[config.mk]
export PLATFORM = sky130hd
export DESIGN_NAME = ssoc_sensor_flat
export DESIGN_NICKNAME = d
export VERILOG_FILES = /design/src/rtl/ssoc_pkg.sv /design/src/rtl/ssoc_link_if.sv /design/src/rtl/ssoc_sensor.sv /design/src/flat_wrapper.sv
export SDC_FILE = /design/constraint.sdc
export NUM_CORES = 1
export LEC_CHECK = 0
export ABC_AREA = 1
export BUFFER_PORTS_ARGS = -buffer_cell sky130_fd_sc_hd__buf_2
export CAP_MARGIN = 0
export CORE_ASPECT_RATIO = 0.7
export CORE_UTILIZATION = 64
export DETAILED_ROUTE_END_ITERATION = 8
export GPL_TIMING_DRIVEN = 0
export HOLD_SLACK_MARGIN = 0.06
export PLACE_DENSITY = 0.85
export SLEW_MARGIN = 30
export SYNTH_ARGS = -nofsm -noshare
export SYNTH_HDL_FRONTEND = slang
export SYNTH_SLANG_ARGS = --single-unit
[constraint.sdc]
create_clock -name clk -period 2.85 [get_ports clk]
set_input_delay 0.4275 -clock clk [delete_from_list [all_inputs] [get_ports clk]]
set_output_delay 0.4275 -clock clk [all_outputs]
set_load 0.02 [all_outputs]
[src/rtl/ssoc_pkg.sv]
/*
 * Shared constants and types for the safety output chain control ends:
 * clock rate, self-test and monitor timing, diagnostic addressing, modes.
 * Assumes a single 10 MHz clock common to both ends.
 */
package ssoc_pkg;

    // ------------------------------------------------------------
    // Clock and timing
    // ------------------------------------------------------------
    localparam int unsigned CLK_HZ = 10_000_000;
    localparam int unsigned CLK_PER_MHZ = CLK_HZ / 1_000_000;

    // Self-test switch-off: typical interval, longest pulse
    localparam int unsigned TEST_INTERVAL_MS = 1000;
    localparam int unsigned TEST_INTERVAL_CYC = TEST_INTERVAL_MS * (CLK_HZ / 1000);
    localparam int unsigned TEST_PULSE_NS = 300_000;
    // Longest time: rounds down
    localparam int unsigned TEST_PULSE_CYC = (TEST_PULSE_NS * CLK_PER_MHZ) / 1000;

    // Monitor side: test impulse blanking and channel discrepancy
    localparam int unsigned BLANK_US = 1000;
    localparam int unsigned BLANK_CYC = BLANK_US * CLK_PER_MHZ;
    localparam int unsigned DISC_MS = 100;
    localparam int unsigned DISC_CYC = DISC_MS * (CLK_HZ / 1000);

    // Counter widths sized for the figures above
    localparam int unsigned TEST_CNT_W = 24;
    localparam int unsigned PULSE_CNT_W = 12;
    localparam int unsigned BLANK_CNT_W = 14;
    localparam int unsigned DISC_CNT_W = 20;

    // ------------------------------------------------------------
    // Serial diagnostic addressing
    // ------------------------------------------------------------
    localparam int unsigned DIAG_ADDR_W = 5;
    localparam int unsigned DIAG_NODES_MAX = 31;
    localparam logic [DIAG_ADDR_W-1:0] DIAG_BCAST_ADDR = 5'h00;
    localparam logic [DIAG_ADDR_W-1:0] DIAG_ADDR_RST = 5'h01;

    // ------------------------------------------------------------
    // Types
    // ------------------------------------------------------------
    typedef enum logic [1:0] {
        SSOC_MODE_MONITORED = 2'h0,
        SSOC_MODE_AUTO_START = 2'h1,
        SSOC_MODE_RELEASE_START = 2'h2
    } ssoc_mode_e;

    typedef enum logic [1:0] {
        SSOC_ST_OFF = 2'h0,
        SSOC_ST_ARMED = 2'h1,
        SSOC_ST_ON = 2'h2
    } ssoc_state_e;

endpackage

[src/rtl/ssoc_link_if.sv]
/*
 * Link between one sensor (documented device) and the outside party:
 * safety outputs, chain feed, contactor feedback, diagnostic reset.
 * Assumes both ends share clk; no tri-state wires are carried.
 */
`timescale 1ns/1ps

interface ssoc_link_if;
    logic guard_out_a;
    logic guard_out_b;
    logic chain_in_a;
    logic chain_in_b;
    logic contactor_fb;
    logic diag_rst_req;
    logic [ssoc_pkg::DIAG_ADDR_W-1:0] diag_rst_addr;

    modport sensor (
        output guard_out_a,
        output guard_out_b,
        input chain_in_a,
        input chain_in_b,
        input contactor_fb,
        input diag_rst_req,
        input diag_rst_addr
    );

    modport monitor (
        input guard_out_a,
        input guard_out_b,
        output chain_in_a,
        output chain_in_b,
        output contactor_fb,
        output diag_rst_req,
        output diag_rst_addr
    );
endinterface

[src/rtl/ssoc_sensor.sv]
/*
 * Sensor end: dual-channel safety outputs with periodic self-test
 * switch-offs, chain input gating, direct contactor drive variants and
 * emergency-stop error latch with button or diagnostic acknowledgement.
 * Assumes all user inputs are synchronous to clk and debounced.
 */

// Overview of operation
// - Periodically pulse each output off for self-test
// - Pulses every 1000 ms, at most 0.3 ms
// - Monitor blanks roughly 1 ms test impulses
// - Monitor allows at least 100 ms discrepancy
// - Monitor disables its own cross-short supervision
// - Monitor has two independent source-type channels
// - Actuator leaving zone drops both outputs immediately
// - Chain adds only input reaction time
// - Chainable, up to 31 diagnostic nodes
// - Outside feeds last inputs, monitors first outputs
// - Gateway wired to first sensor diagnostic input
// - Auto start: enable at once, check feedback
// - Feedback-loop button switches on without edge
// - Release start: enable on button falling edge
// - Emergency-stop error cleared by acknowledge button
// - Diagnostic reset command clears emergency-stop error
`timescale 1ns/1ps

module ssoc_sensor #(
    parameter int unsigned TEST_INTERVAL_CYC = ssoc_pkg::TEST_INTERVAL_CYC,
    parameter logic [ssoc_pkg::DIAG_ADDR_W-1:0] NODE_ADDR = ssoc_pkg::DIAG_ADDR_RST
) (
    input wire logic clk,
    input wire logic rstn,
    ssoc_link_if.sensor lk,
    input wire logic actuator_present,
    input wire ssoc_pkg::ssoc_mode_e mode,
    input wire logic estop_variant,
    input wire logic serial_diag_option,
    input wire logic reset_button,
    input wire logic ack_button,
    output logic outputs_on,
    output logic error_latched,
    output logic test_active
);

    // ------------------------------------------------------------
    // State
    // ------------------------------------------------------------
    typedef struct packed {
        ssoc_pkg::ssoc_state_e st;
        logic [ssoc_pkg::TEST_CNT_W-1:0] test_cnt;
        logic [ssoc_pkg::PULSE_CNT_W-1:0] pulse_cnt;
        logic pulsing;
        logic test_chan_b;
        logic btn_prev;
        logic err;
        logic out_a;
        logic out_b;
    } ssoc_sensor_s;

    ssoc_sensor_s cur_ff;
    ssoc_sensor_s nxt_cur;

    localparam logic [ssoc_pkg::TEST_CNT_W-1:0] TEST_LAST =
        ssoc_pkg::TEST_CNT_W'(TEST_INTERVAL_CYC - 1);
    localparam logic [ssoc_pkg::PULSE_CNT_W-1:0] PULSE_LAST =
        ssoc_pkg::PULSE_CNT_W'(ssoc_pkg::TEST_PULSE_CYC - 1);

    // ------------------------------------------------------------
    // Helpers
    // ------------------------------------------------------------
    // Diagnostic reset aimed at this node or broadcast
    function automatic logic diag_hit(input logic req,
                                      input logic [ssoc_pkg::DIAG_ADDR_W-1:0] addr);
        diag_hit = req && (addr == NODE_ADDR || addr == ssoc_pkg::DIAG_BCAST_ADDR);
    endfunction

    logic chain_ok;
    logic chain_split;
    logic safe_cond;
    logic fb_closed;
    logic direct_mode;
    logic err_clear;
    logic err_set;

    // ------------------------------------------------------------
    // Combinational conditions
    // ------------------------------------------------------------
    // Chain inputs enter the state directly: one register stage per unit
    assign chain_ok = lk.chain_in_a && lk.chain_in_b;
    // One channel up with the other down means a tripped stop in the chain
    assign chain_split = lk.chain_in_a ^ lk.chain_in_b;
    assign fb_closed = lk.contactor_fb;
    assign direct_mode = (mode != ssoc_pkg::SSOC_MODE_MONITORED);
    assign err_set = estop_variant && chain_split;
    // Acknowledge route depends on whether the diagnostic channel exists
    assign err_clear = serial_diag_option
        ? diag_hit(lk.diag_rst_req, lk.diag_rst_addr)
        : ack_button;
    assign safe_cond = actuator_present && chain_ok && !cur_ff.err;

    // ------------------------------------------------------------
    // Next-state logic
    // ------------------------------------------------------------
    always_comb begin
        nxt_cur = cur_ff;
        nxt_cur.btn_prev = reset_button;

        // Error latch; a fresh fault wins over a same-cycle acknowledge
        if (err_set) begin
            nxt_cur.err = 1'b1;
        end else if (err_clear) begin
            nxt_cur.err = 1'b0;
        end

        // Self-test timebase runs free so the pulse cadence is fixed
        if (cur_ff.test_cnt >= TEST_LAST) begin
            nxt_cur.test_cnt = '0;
            nxt_cur.pulsing = 1'b1;
            nxt_cur.pulse_cnt = '0;
        end else begin
            nxt_cur.test_cnt = cur_ff.test_cnt + 1'b1;
        end
        if (cur_ff.pulsing) begin
            if (cur_ff.pulse_cnt >= PULSE_LAST) begin
                nxt_cur.pulsing = 1'b0;
                // Alternate channels so each one is proven off in turn
                nxt_cur.test_chan_b = !cur_ff.test_chan_b;
            end else begin
                nxt_cur.pulse_cnt = cur_ff.pulse_cnt + 1'b1;
            end
        end

        // Enable sequencing
        case (cur_ff.st)
            ssoc_pkg::SSOC_ST_OFF: begin
                if (safe_cond) begin
                    case (mode)
                        ssoc_pkg::SSOC_MODE_AUTO_START: begin
                            // Level only: a button in the loop acts at once
                            if (fb_closed) begin
                                nxt_cur.st = ssoc_pkg::SSOC_ST_ON;
                            end
                        end
                        ssoc_pkg::SSOC_MODE_RELEASE_START: begin
                            if (fb_closed) begin
                                nxt_cur.st = ssoc_pkg::SSOC_ST_ARMED;
                            end
                        end
                        default: begin
                            nxt_cur.st = ssoc_pkg::SSOC_ST_ON;
                        end
                    endcase
                end
            end
            ssoc_pkg::SSOC_ST_ARMED: begin
                if (!safe_cond || !fb_closed) begin
                    nxt_cur.st = ssoc_pkg::SSOC_ST_OFF;
                end else if (cur_ff.btn_prev && !reset_button) begin
                    // Only the release edge starts, a held button never does
                    nxt_cur.st = ssoc_pkg::SSOC_ST_ON;
                end
            end
            ssoc_pkg::SSOC_ST_ON: begin
                // Contactor feedback opens while energised, so it is not checked here
                if (!safe_cond) begin
                    nxt_cur.st = ssoc_pkg::SSOC_ST_OFF;
                end
            end
            default: begin
                nxt_cur.st = ssoc_pkg::SSOC_ST_OFF;
            end
        endcase

        // Outputs follow the next state so a drop-out costs no extra cycle
        nxt_cur.out_a = (nxt_cur.st == ssoc_pkg::SSOC_ST_ON)
            && !(nxt_cur.pulsing && !nxt_cur.test_chan_b);
        nxt_cur.out_b = (nxt_cur.st == ssoc_pkg::SSOC_ST_ON)
            && !(nxt_cur.pulsing && nxt_cur.test_chan_b);
        if (direct_mode && !fb_closed && cur_ff.st != ssoc_pkg::SSOC_ST_ON) begin
            nxt_cur.out_a = 1'b0;
            nxt_cur.out_b = 1'b0;
        end
    end

    // ------------------------------------------------------------
    // State register
    // ------------------------------------------------------------
    always_ff @(posedge clk or negedge rstn) begin
        if (!rstn) begin
            cur_ff <= '{st: ssoc_pkg::SSOC_ST_OFF, default: '0};
        end else begin
            cur_ff <= nxt_cur;
        end
    end

    // ------------------------------------------------------------
    // Outputs
    // ------------------------------------------------------------
    // Source-type outputs: high means channel active
    assign lk.guard_out_a = cur_ff.out_a;
    assign lk.guard_out_b = cur_ff.out_b;
    assign outputs_on = (cur_ff.st == ssoc_pkg::SSOC_ST_ON);
    assign error_latched = cur_ff.err;
    assign test_active = cur_ff.pulsing;

endmodule

[src/flat_wrapper.sv]
// flat-port wrapper written by rule: the top's interface ports become plain ports
module ssoc_sensor_flat 
#(
    parameter int unsigned TEST_INTERVAL_CYC = ssoc_pkg::TEST_INTERVAL_CYC,
    parameter logic [ssoc_pkg::DIAG_ADDR_W-1:0] NODE_ADDR = ssoc_pkg::DIAG_ADDR_RST
)
  (clk, rstn, actuator_present, mode, estop_variant, serial_diag_option, reset_button, ack_button, outputs_on, error_latched, test_active, lk_guard_out_a, lk_guard_out_b, lk_chain_in_a, lk_chain_in_b, lk_contactor_fb, lk_diag_rst_req, lk_diag_rst_addr);
  ssoc_link_if lk_i ();
  input wire logic clk;
  input wire logic rstn;
  input wire logic actuator_present;
  input wire ssoc_pkg::ssoc_mode_e mode;
  input wire logic estop_variant;
  input wire logic serial_diag_option;
  input wire logic reset_button;
  input wire logic ack_button;
  output logic outputs_on;
  output logic error_latched;
  output logic test_active;
  output wire logic [$bits(lk_i.guard_out_a)-1:0] lk_guard_out_a;
  output wire logic [$bits(lk_i.guard_out_b)-1:0] lk_guard_out_b;
  input wire logic [$bits(lk_i.chain_in_a)-1:0] lk_chain_in_a;
  input wire logic [$bits(lk_i.chain_in_b)-1:0] lk_chain_in_b;
  input wire logic [$bits(lk_i.contactor_fb)-1:0] lk_contactor_fb;
  input wire logic [$bits(lk_i.diag_rst_req)-1:0] lk_diag_rst_req;
  input wire logic [$bits(lk_i.diag_rst_addr)-1:0] lk_diag_rst_addr;
  assign lk_guard_out_a = lk_i.guard_out_a;
  assign lk_guard_out_b = lk_i.guard_out_b;
  assign lk_i.chain_in_a = lk_chain_in_a;
  assign lk_i.chain_in_b = lk_chain_in_b;
  assign lk_i.contactor_fb = lk_contactor_fb;
  assign lk_i.diag_rst_req = lk_diag_rst_req;
  assign lk_i.diag_rst_addr = lk_diag_rst_addr;
  ssoc_sensor #(.TEST_INTERVAL_CYC(TEST_INTERVAL_CYC), .NODE_ADDR(NODE_ADDR)) u_core (.clk(clk), .rstn(rstn), .lk(lk_i), .actuator_present(actuator_present), .mode(mode), .estop_variant(estop_variant), .serial_diag_option(serial_diag_option), .reset_button(reset_button), .ack_button(ack_button), .outputs_on(outputs_on), .error_latched(error_latched), .test_active(test_active));
endmodule
### Word-level counts from Yosys, hierarchy flattened

Index checks and enable logic that the tools add are counted.

* memory bits (read-only): 0
* latch bits: 0
* output and inout bits: 5
* memories kept: 0
* memory bits (writable): 0
* input bits: 18
* word-level logic and storage cells: 64
* bits in registers: 44

* reductions and logical operators: 26
* bitwise logic cells: 1
* $mul: 0
* equality and inequality tests: 7
* magnitude comparators: 2
* add/subtract/negate cells: 2
* divide/modulo/power cells: 0
* muxes and demuxes: 17
* shifts and indexed selects: 0

Operator list (count)
* adder 24 x 1 -> 24 bit (second input constant): 1
* >= comparator 24 bit (second input constant): 1
* two-way mux 24 bit: 1
* two-way mux 2 bit: 8
* two-way mux 14 bit: 1
* two-way mux 13 bit: 1
* adder 12 x 1 -> 12 bit (second input constant): 1
* >= comparator 12 bit (second input constant): 1
* logical AND 1 bit: 12
* two-way mux 12 bit: 1
* zero test 1 bit: 8
* equality test 2 bit (second input constant): 3
* case mux 2 bit (3 select lines): 1
* equality test 5 x 1 -> 1 bit (second input constant): 1
* zero test 5 bit: 1
* equality test 2 x 1 -> 1 bit (second input constant): 2
* case mux 2 bit (2 select lines): 1
* nonzero test 2 bit: 2
* two-way mux 1 bit: 3
* zero test 2 bit: 1
* logical OR 1 bit: 2
* != test 2 bit (second input constant): 1
* bitwise XOR 1 bit: 1

### Logic depth before layout (Yosys ltp)

Gate-level depths: netlist (run 1).

* depth in word-level cells: 10
* mapped depth: 12
* gate-level depth less buffers: 11

### Worst setup path before layout (run 1)

OpenSTA, ideal clock, no wires.

* path kind: reg-to-reg
* from: register u_core.cur_ff[6] (netlist name)
* to: register u_core.cur_ff[10] (netlist name)
* cell stages (with the launch flop): 9
* library setup time: 0.131 ns
* buffers on the path: 1
* clock period less this slack: 1.524 ns
* slack: 1.326 ns
* arrival time: 1.393 ns
* data required time: 2.719 ns
* cell sequence: dfrtp_1 > ha_1 > nand2_1 > nand2_1 > nand3_1 > nand3_2 > buf_6 > nor3_1 > o21ai_0

RTL lines
* start, declared: line ssoc_sensor.sv:60 `ssoc_sensor_s cur_ff;`
* start signal, assigned: line ssoc_sensor.sv:192 `cur_ff <= nxt_cur;`

==> results.tsv, run 1 <==
metric	value	unit
post-route-period-util	63.80	%
die_y_extent	54.84	um
number_of_flops_mapped_to_enable_cells_by_yosys	0	
first_global_vias	1979	
multiInputGateArea	0.001234	sq mm
htreeDepth	2	
antenna_violating_nets_post_route	0	
cts_post_setup_buffers_inserted	0	
cts.repair.resized	0	
netlist.area_leader.share	43.14	%
grt_setup_unrepaired	false	
detailedRoute.firstIterationViolations	292	
avgSynthCellArea	7.507	sq um
setup_violations	0	
clock_latency_at_the_later_pin_of_the_worst_skew_pair	0.30	ns
ys_seq_elements	44	
critical-path-top-cell-by-count	nand2_1	
utilization	76.55	%
maximum_number_of_buffers_from_clock_root_to_sink	2	
grt_first_pass_wirelength	8.914	mm
timing.slew.headroom	64.12	%
transition_time_at_the_pin_with_the_least_slew_margin	0.5382	ns
finClkSkew	0.01138	ns
vdd_drop_max	319.4	uV
start_util	69.53	%
max_stage_delay	0.38	ns
grt_start_max_net_pins	45	
min_period	1.818	ns
met1_length	2.654	mm
power_leakage	1.423	nW
vias_per_cell	5.408	
synthArstFlopShare	100.0	%
slew_viol_final	0	
cts_buffers	5	
placed_cells	411	
met3_wirelength	281	um
netlist_top_cells_area	dfrtp_1 (43%), nand2_1 (10%), nor2_1 (8.7%), inv_1 (6.6%), nand3_1 (4.1%)	
tns	0	ns
fin_area	0.002810	sq mm
postPlaceCellArea	0.002720	sq mm
vias	2266	
final-seq-area	0.001101	sq mm
criticalPathCategory	reg -> reg	
top_cell_types_by_occurrence_after_synthesis	nand2_1 (68), nor2_1 (59), inv_1 (45)	
drive_gt1_share	14.63	%
max_freq	549.9	MHz
mappedNetlistArea	0.002552	sq mm
final_cells	419	
synth_seq_area_share	43.14	%
final.hold.worst_slack	0.1085	ns
syn-instance-count	340	
cts_hold_buf	0	
synth.net_count	364	
maxUsedRoutingLayer	met4	
routed_wire_length_per_instance	12.81	um
finalHoldViolations	0	
numPortBuffers	21	
result_of_the_run	finished, final reports clean	
cts-root-buf	clkbuf_8	
met2_length	2.375	mm
antenna_violations_before_repair	0	
worst-path-max-fanout	10	
grt_usage	28.30	%
area_growth_syn_to_layout	10.10	%
drt-pass1-iter-count	4	
hold_path.class	in -> async	
gpl.final_weighted_congestion	0.8901	
fillCellCount	286	
tritoncts	yes	
power_per_cell_area	378.5	mW/mm^2
routed_wl	5.366	mm
drc	0	
crit_path_cell_trace	ha_1 > nand2_1 > nor2_2 > nand2_1 > nand2_1 > nand3_2 > nand3_4 > buf_4 > nor2_1	
nNetsFinal	392	
crit_path_end_kind	flip-flop	
synth.most_common_cell	nand2_1	
critical_path_arrival	2.00	ns
insertedDiodeCount	0	
max_cap_violations	0	
pin_count	23	
global_route.overflow_total	0	
clock_sinks	44	
postSynth.topFlopCell	dfrtp_1	
design.die.area	0.004249	sq mm
num_rows	18	
cpMaxStageDelayCell	dfrtp_1	
synth_top_cell_by_area	dfrtp_1	
yosysUniqueCellTypes	29	
required	3.03	ns
placeableCoreArea	0.003671	sq mm
critical_path.startpoint_type	flip-flop	
cts.clk_slew.worst_paths	0.09	ns
floorplan_die_width	77.48	um
ys.warnings.count	0	
dpl.hpwl	3.953	mm
[cell usage in the layout, fill, tap and decap left out, types with 3 or more instances in the layout]
cell type  synthesis  routed
nand2_1           68      68
nor2_1            59      59
inv_1             45      45
dfrtp_1           44      44
nand3_1           21      21
buf_2              0      20
o21ai_0           16      16
nand4_1           13      13
nor3_1            13      13
a21oi_1           12      12
xor2_1             8       8
ha_1               6       6
inv_2              5       5
clkbuf_8           0       5
nand2_2            4       4
xnor2_1            4       4
nor2_2             3       3
o21ai_1            3       3
nor3_2             3       3
[registers in the layout (all words and copies together) (netlist names)]
register               flops
u_core.test_active         1
u_core.cur_ff             40
u_core.lk.guard_out_a      1
u_core.lk.guard_out_b      1
u_core.error_latched       1
[cells by family (layout without fill, tap and decap cells)]
logic type / Yosys count / in the layout / synth area share [%]
DFF: 44 / 44 / 43.14
xor gates and xnor gates: 12 / 12 / 4.118
AOI/OAI and AO/OA: 33 / 33 / 6.863
adders and majority gates: 6 / 6 / 2.941
and+or+nand+nor: 191 / 191 / 34.41
buffers and inverters: 54 / 83 / 8.529
[power breakdown]
part           switching, mW  internal [mW]  leakage, nW
clock                  0.216          0.171       0.0479
sequential           0.00175          0.628        0.595
combinational         0.0300         0.0174        0.780
[metal layers]
metal | global-route usage, % | vias up
met5 | 0 | -
met1 | 39.75 | 1057
met2 | 44.54 | 53
met4 | 7.862 | 0
li1 | - | 1149
met3 | 6.500 | 7
[critical path, delay by kind of cell, from the launching register on]
family	cells	cell delay [ns]
flip-flops	1	0.38
buffers and inverters	1	0.23
adder cells (fa/ha/maj)	1	0.24
AND/OR/NAND/NOR	7	0.85
[stage by stage]
step | total power [mW] | setup slack [ns]
floorplan | 0.6596 | 1.326
global placement | 0.6886 | 1.138
detailed placement | 0.6903 | 1.066
CTS | 1.074 | 1.039
global route | 1.112 | 0.8589
finish | 1.064 | 1.032
[worst paths after layout]
kind | from | end | slack, ns | cells after the start
max in group asynchronous | rstn | u_core.cur_ff[32] | 2.37 | 1
max reg2reg | u_core.cur_ff[18] | u_core.cur_ff[34] | 1.03 | 9
max | u_core.cur_ff[18] | u_core.cur_ff[34] | 1.03 | 9
min reg2reg | u_core.cur_ff[18] | u_core.cur_ff[18] | 0.47 | 1
min | rstn | u_core.cur_ff[26] | 0.11 | 1
min in group clk | reset_button | u_core.cur_ff[3] | 0.28 | 1
[cell type report]
| cell class | count | share of cell area (%) |
|---|---|---|
| clock buffer | 5 | 2.449 |
| inverter | 51 | 6.901 |
| sequential | 44 | 39.18 |
| buffer | 3 | 0.8459 |
| timing repair buffer | 21 | 3.829 |
| clock inverter | 3 | 0.6679 |
| multi-input combinational | 242 | 43.90 |
| tap | 50 | 2.226 |
Power figures use the tool's default switching activity.
==> inputs of run 2 (changes only) <==
--- a/config.mk
+++ b/config.mk
@@ -5,15 +5,15 @@
 export SDC_FILE = /design/constraint.sdc
 export NUM_CORES = 1
 export LEC_CHECK = 0
-export ABC_AREA = 1
+export ABC_AREA = 0
 export BUFFER_PORTS_ARGS = -buffer_cell sky130_fd_sc_hd__buf_2
 export CAP_MARGIN = 0
 export CORE_ASPECT_RATIO = 0.7
-export CORE_UTILIZATION = 64
+export CORE_UTILIZATION = 58
 export DETAILED_ROUTE_END_ITERATION = 8
 export GPL_TIMING_DRIVEN = 0
 export HOLD_SLACK_MARGIN = 0.06
-export PLACE_DENSITY = 0.85
+export PLACE_DENSITY = 0.79
 export SLEW_MARGIN = 30
 export SYNTH_ARGS = -nofsm -noshare
 export SYNTH_HDL_FRONTEND = slang
==> constraint.sdc (replaced) <==
create_clock -name clk -period 1.8 [get_ports clk]
set_input_delay 0.27 -clock clk [delete_from_list [all_inputs] [get_ports clk]]
set_output_delay 0.27 -clock clk [all_outputs]
set_load 0.02 [all_outputs]
==> results.tsv, run 2 <==
metric	value	unit	change
die_y_extent	54.67	um	-0.30%
vias	2063		-9.0%
global_route.overflow_total	0		unchanged
criticalPathCategory	reg -> reg		
placed_cells	307		-25%
transition_time_at_the_pin_with_the_least_slew_margin	0.5669	ns	+0.02874 ns
power_per_cell_area	570.3	mW/mm^2	+51%
routed_wire_length_per_instance	18.16	um	+42%
tns	-1.554	ns	-1.554 ns
nNetsFinal	302		-23%
gpl.final_weighted_congestion	0.8571		-3.7%
finalHoldViolations	0		unchanged
first_global_vias	1726		-13%
largest_register_ffs	40		unchanged
grt_setup_unrepaired	true		
floorplan_die_width	77.24	um	-0.31%
cpMaxStageDelayCell	dfrtp_2		
finalPower	1.735	mW	+63%
synth.most_common_cell	dfrtp_1		
max_cap_violations	0		unchanged
synth_seq_area_share	47.90	%	+4.8 points
top_cell_types_by_occurrence_after_synthesis	dfrtp_1 (44), nor2_1 (35), nand2_1 (26)		
final-seq-area	0.001111	sq mm	+0.91%
tritoncts	yes		
power_leakage	1.258	nW	-12%
drive_gt1_share	36.20	%	+22 points
timing.slew.headroom	62.21	%	-1.9 points
min_period	1.886	ns	+0.06749 ns
layout_common_cells	dfrtp_1 (36), nand2_1 (24), buf_2 (20), nor2_4 (15), nand3_1 (13)		
grt_first_pass_wirelength	8.245	mm	-7.5%
dpl.hpwl	3.123	mm	-21%
clock_latency_at_the_later_pin_of_the_worst_skew_pair	0.31	ns	about the same
antenna_violating_nets_post_route	0		unchanged
slew_viol_final	0		unchanged
crit_path_end_kind	flip-flop		
fin_area	0.003043	sq mm	+8.3%
setup_violations	35		+35
cts-root-buf	clkbuf_8		
hold_path.class	in -> reg		
number_of_flops_mapped_to_enable_cells_by_yosys	0		unchanged
finClkSkew	0.009064	ns	-0.002313 ns
drt-pass1-iter-count	5		+1
grt_start_max_net_pins	45		unchanged
postSynth.topFlopCell	dfrtp_1		
required	2.00	ns	-1.03 ns
drc	0		unchanged
num_rows	18		unchanged
max_stage_delay	0.45	ns	+0.07 ns
vias_per_cell	6.271		+16%
crit_path_cell_trace	or3b_4 > nor4_4 > o2111ai_4 > and2_4 > a311o_1		
avgSynthCellArea	9.739	sq um	+30%
vdd_drop_max	742.9	uV	+130%
syn-instance-count	236		-31%
htreeDepth	2		unchanged
final_cells	329		-21%
postPlaceCellArea	0.002466	sq mm	-9.3%
critical_path_arrival	2.09	ns	+0.09 ns
post-route-period-util	104.8	%	+41 points
synth.net_count	260		-29%
fillCellCount	208		-27%
clock_sinks	44		unchanged
max_freq	530.3	MHz	-3.6%
failed_checks	negative setup slack		
max_flop_register	u_core.cur_ff		
result_of_the_run	finished with violations		
layout.cells.most_common	dfrtp_1		
ys.warnings.count	0		unchanged
synth_top_cell_by_area	dfrtp_1		
multiInputGateArea	0.001440	sq mm	+17%
netlist.area_leader.share	47.90	%	+4.8 points
area_growth_syn_to_layout	32.39	%	
placeableCoreArea	0.003649	sq mm	-0.61%
worst_path_dominant_cell_family	simple AND/OR/NAND/NOR gates		
worst-path-max-fanout	7		-3
ys_seq_elements	44		unchanged
netlist_top_cells_area	dfrtp_1 (48%), nor2_1 (5.7%), xor2_1 (5.0%), nand2_1 (4.2%), xnor2_1 (3.4%)		
start_util	63.00	%	-6.5 points
cts.clk_slew.worst_paths	0.09	ns	about the same
routed_wl	5.976	mm	+11%
detailedRoute.firstIterationViolations	129		-56%
cts_buffers	5		unchanged
path_buf_inv	0		-1
yosysUniqueCellTypes	43		+48%
insertedDiodeCount	0		unchanged
pin_count	23		unchanged
utilization	83.40	%	+6.9 points
mappedNetlistArea	0.002298	sq mm	-10%
maximum_number_of_buffers_from_clock_root_to_sink	2		unchanged
antenna_violations_before_repair	0		unchanged
critical_path.startpoint_type	flip-flop		
design.die.area	0.004223	sq mm	-0.61%
numPortBuffers	21		unchanged
synthArstFlopShare	100.0	%	unchanged
grt_usage	26.31	%	-2.0 points
fin_ws	-0.08589	ns	-1.117 ns
run 2: changes by cell type in the layout (fill, tap and decap cells not counted), sizes merged, moves of 11 or more:
| cell | previous run | this run |
|---|---|---|
| nand2 | 73 | 26 |
| inv | 51 | 5 |
| nor2 | 62 | 35 |
| buf | 23 | 37 |
| nand3 | 24 | 13 |
| o21ai | 19 | 8 |
run 2: cell type report:
type                    count  share of cell area, %
plain buffers               4                  1.727
inverters                   5                 0.6168
clock buffers               6                  2.714
well taps                  50                  2.056
clock inverters             2                 0.3289
repair buffers             36                  8.717
multi-input cells         182                  47.33
flip-flops and latches     44                  36.51
run 2: final timing paths:
path / from / end / slack [ns] / cells past startpoint
worst max-delay path: u_core.cur_ff[29] / u_core.cur_ff[10] / -0.09 / 5
worst min-delay path: reset_button / u_core.cur_ff[3] / 0.1 / 1
worst max register to register: u_core.cur_ff[29] / u_core.cur_ff[10] / -0.09 / 5
worst min register to register: u_core.cur_ff[18] / u_core.cur_ff[18] / 0.53 / 1
max in group asynchronous: rstn / u_core.cur_ff[6] / 0.88 / 2
min in group asynchronous: rstn / u_core.cur_ff[22] / 0.49 / 2
run 2: logic make-up (layout without fill, tap and decap cells):
family / Yosys count / in the layout / synth area share, %
AOI/OAI and AO/OA: 37 / 37 / 12.30
buffers and inverters: 10 / 53 / 2.069
muxes: 1 / 1 / 0.4355
and+or+nand+nor: 116 / 116 / 25.64
adders and majority gates: 6 / 6 / 3.266
xor gates and xnor gates: 22 / 22 / 8.383
DFF: 44 / 44 / 47.90
run 2: worst reg2reg max path, stage by stage, from the launching register on:
cell and delay [ns]:
dfrtp_2 0.45, or3b_4 0.42, nor4_4 0.20, o2111ai_4 0.22
and2_4 0.23, a311o_1 0.27
run 2: routing by layer:
metal  track usage (%)  part of all wire, %
met1             37.06                   47
met2             39.53                   46
met3             5.667                  4.7
met4             11.95                  2.3
met5                 0                    0
run 2: report_power, final:
group          total, mW  internal [mW]  switching [mW]
clock network      0.664          0.307           0.357
logic             0.0743         0.0298          0.0445
registers          0.997          0.994         0.00357
total               1.74           1.33           0.405
run 2: repair_timing:
action	in CTS	in global routing
resized for setup	32	59
setup buffers	8	5
setup endpoints to repair	39	40
endpoints found under the hold margin	0	44
gates cloned	0	2
pin swaps	11	30
hold buffers	0	1
run 2: metrics by stage:
step | hold WS [ns] | setup slack [ns]
floorplan | -0.02559 | -0.07373
global placement | 0.4037 | -0.3689
detailed placement | 0.4118 | -0.4283
CTS | 0.09753 | -0.07572
global route | 0.08367 | -0.1764
finish | 0.09530 | -0.08589
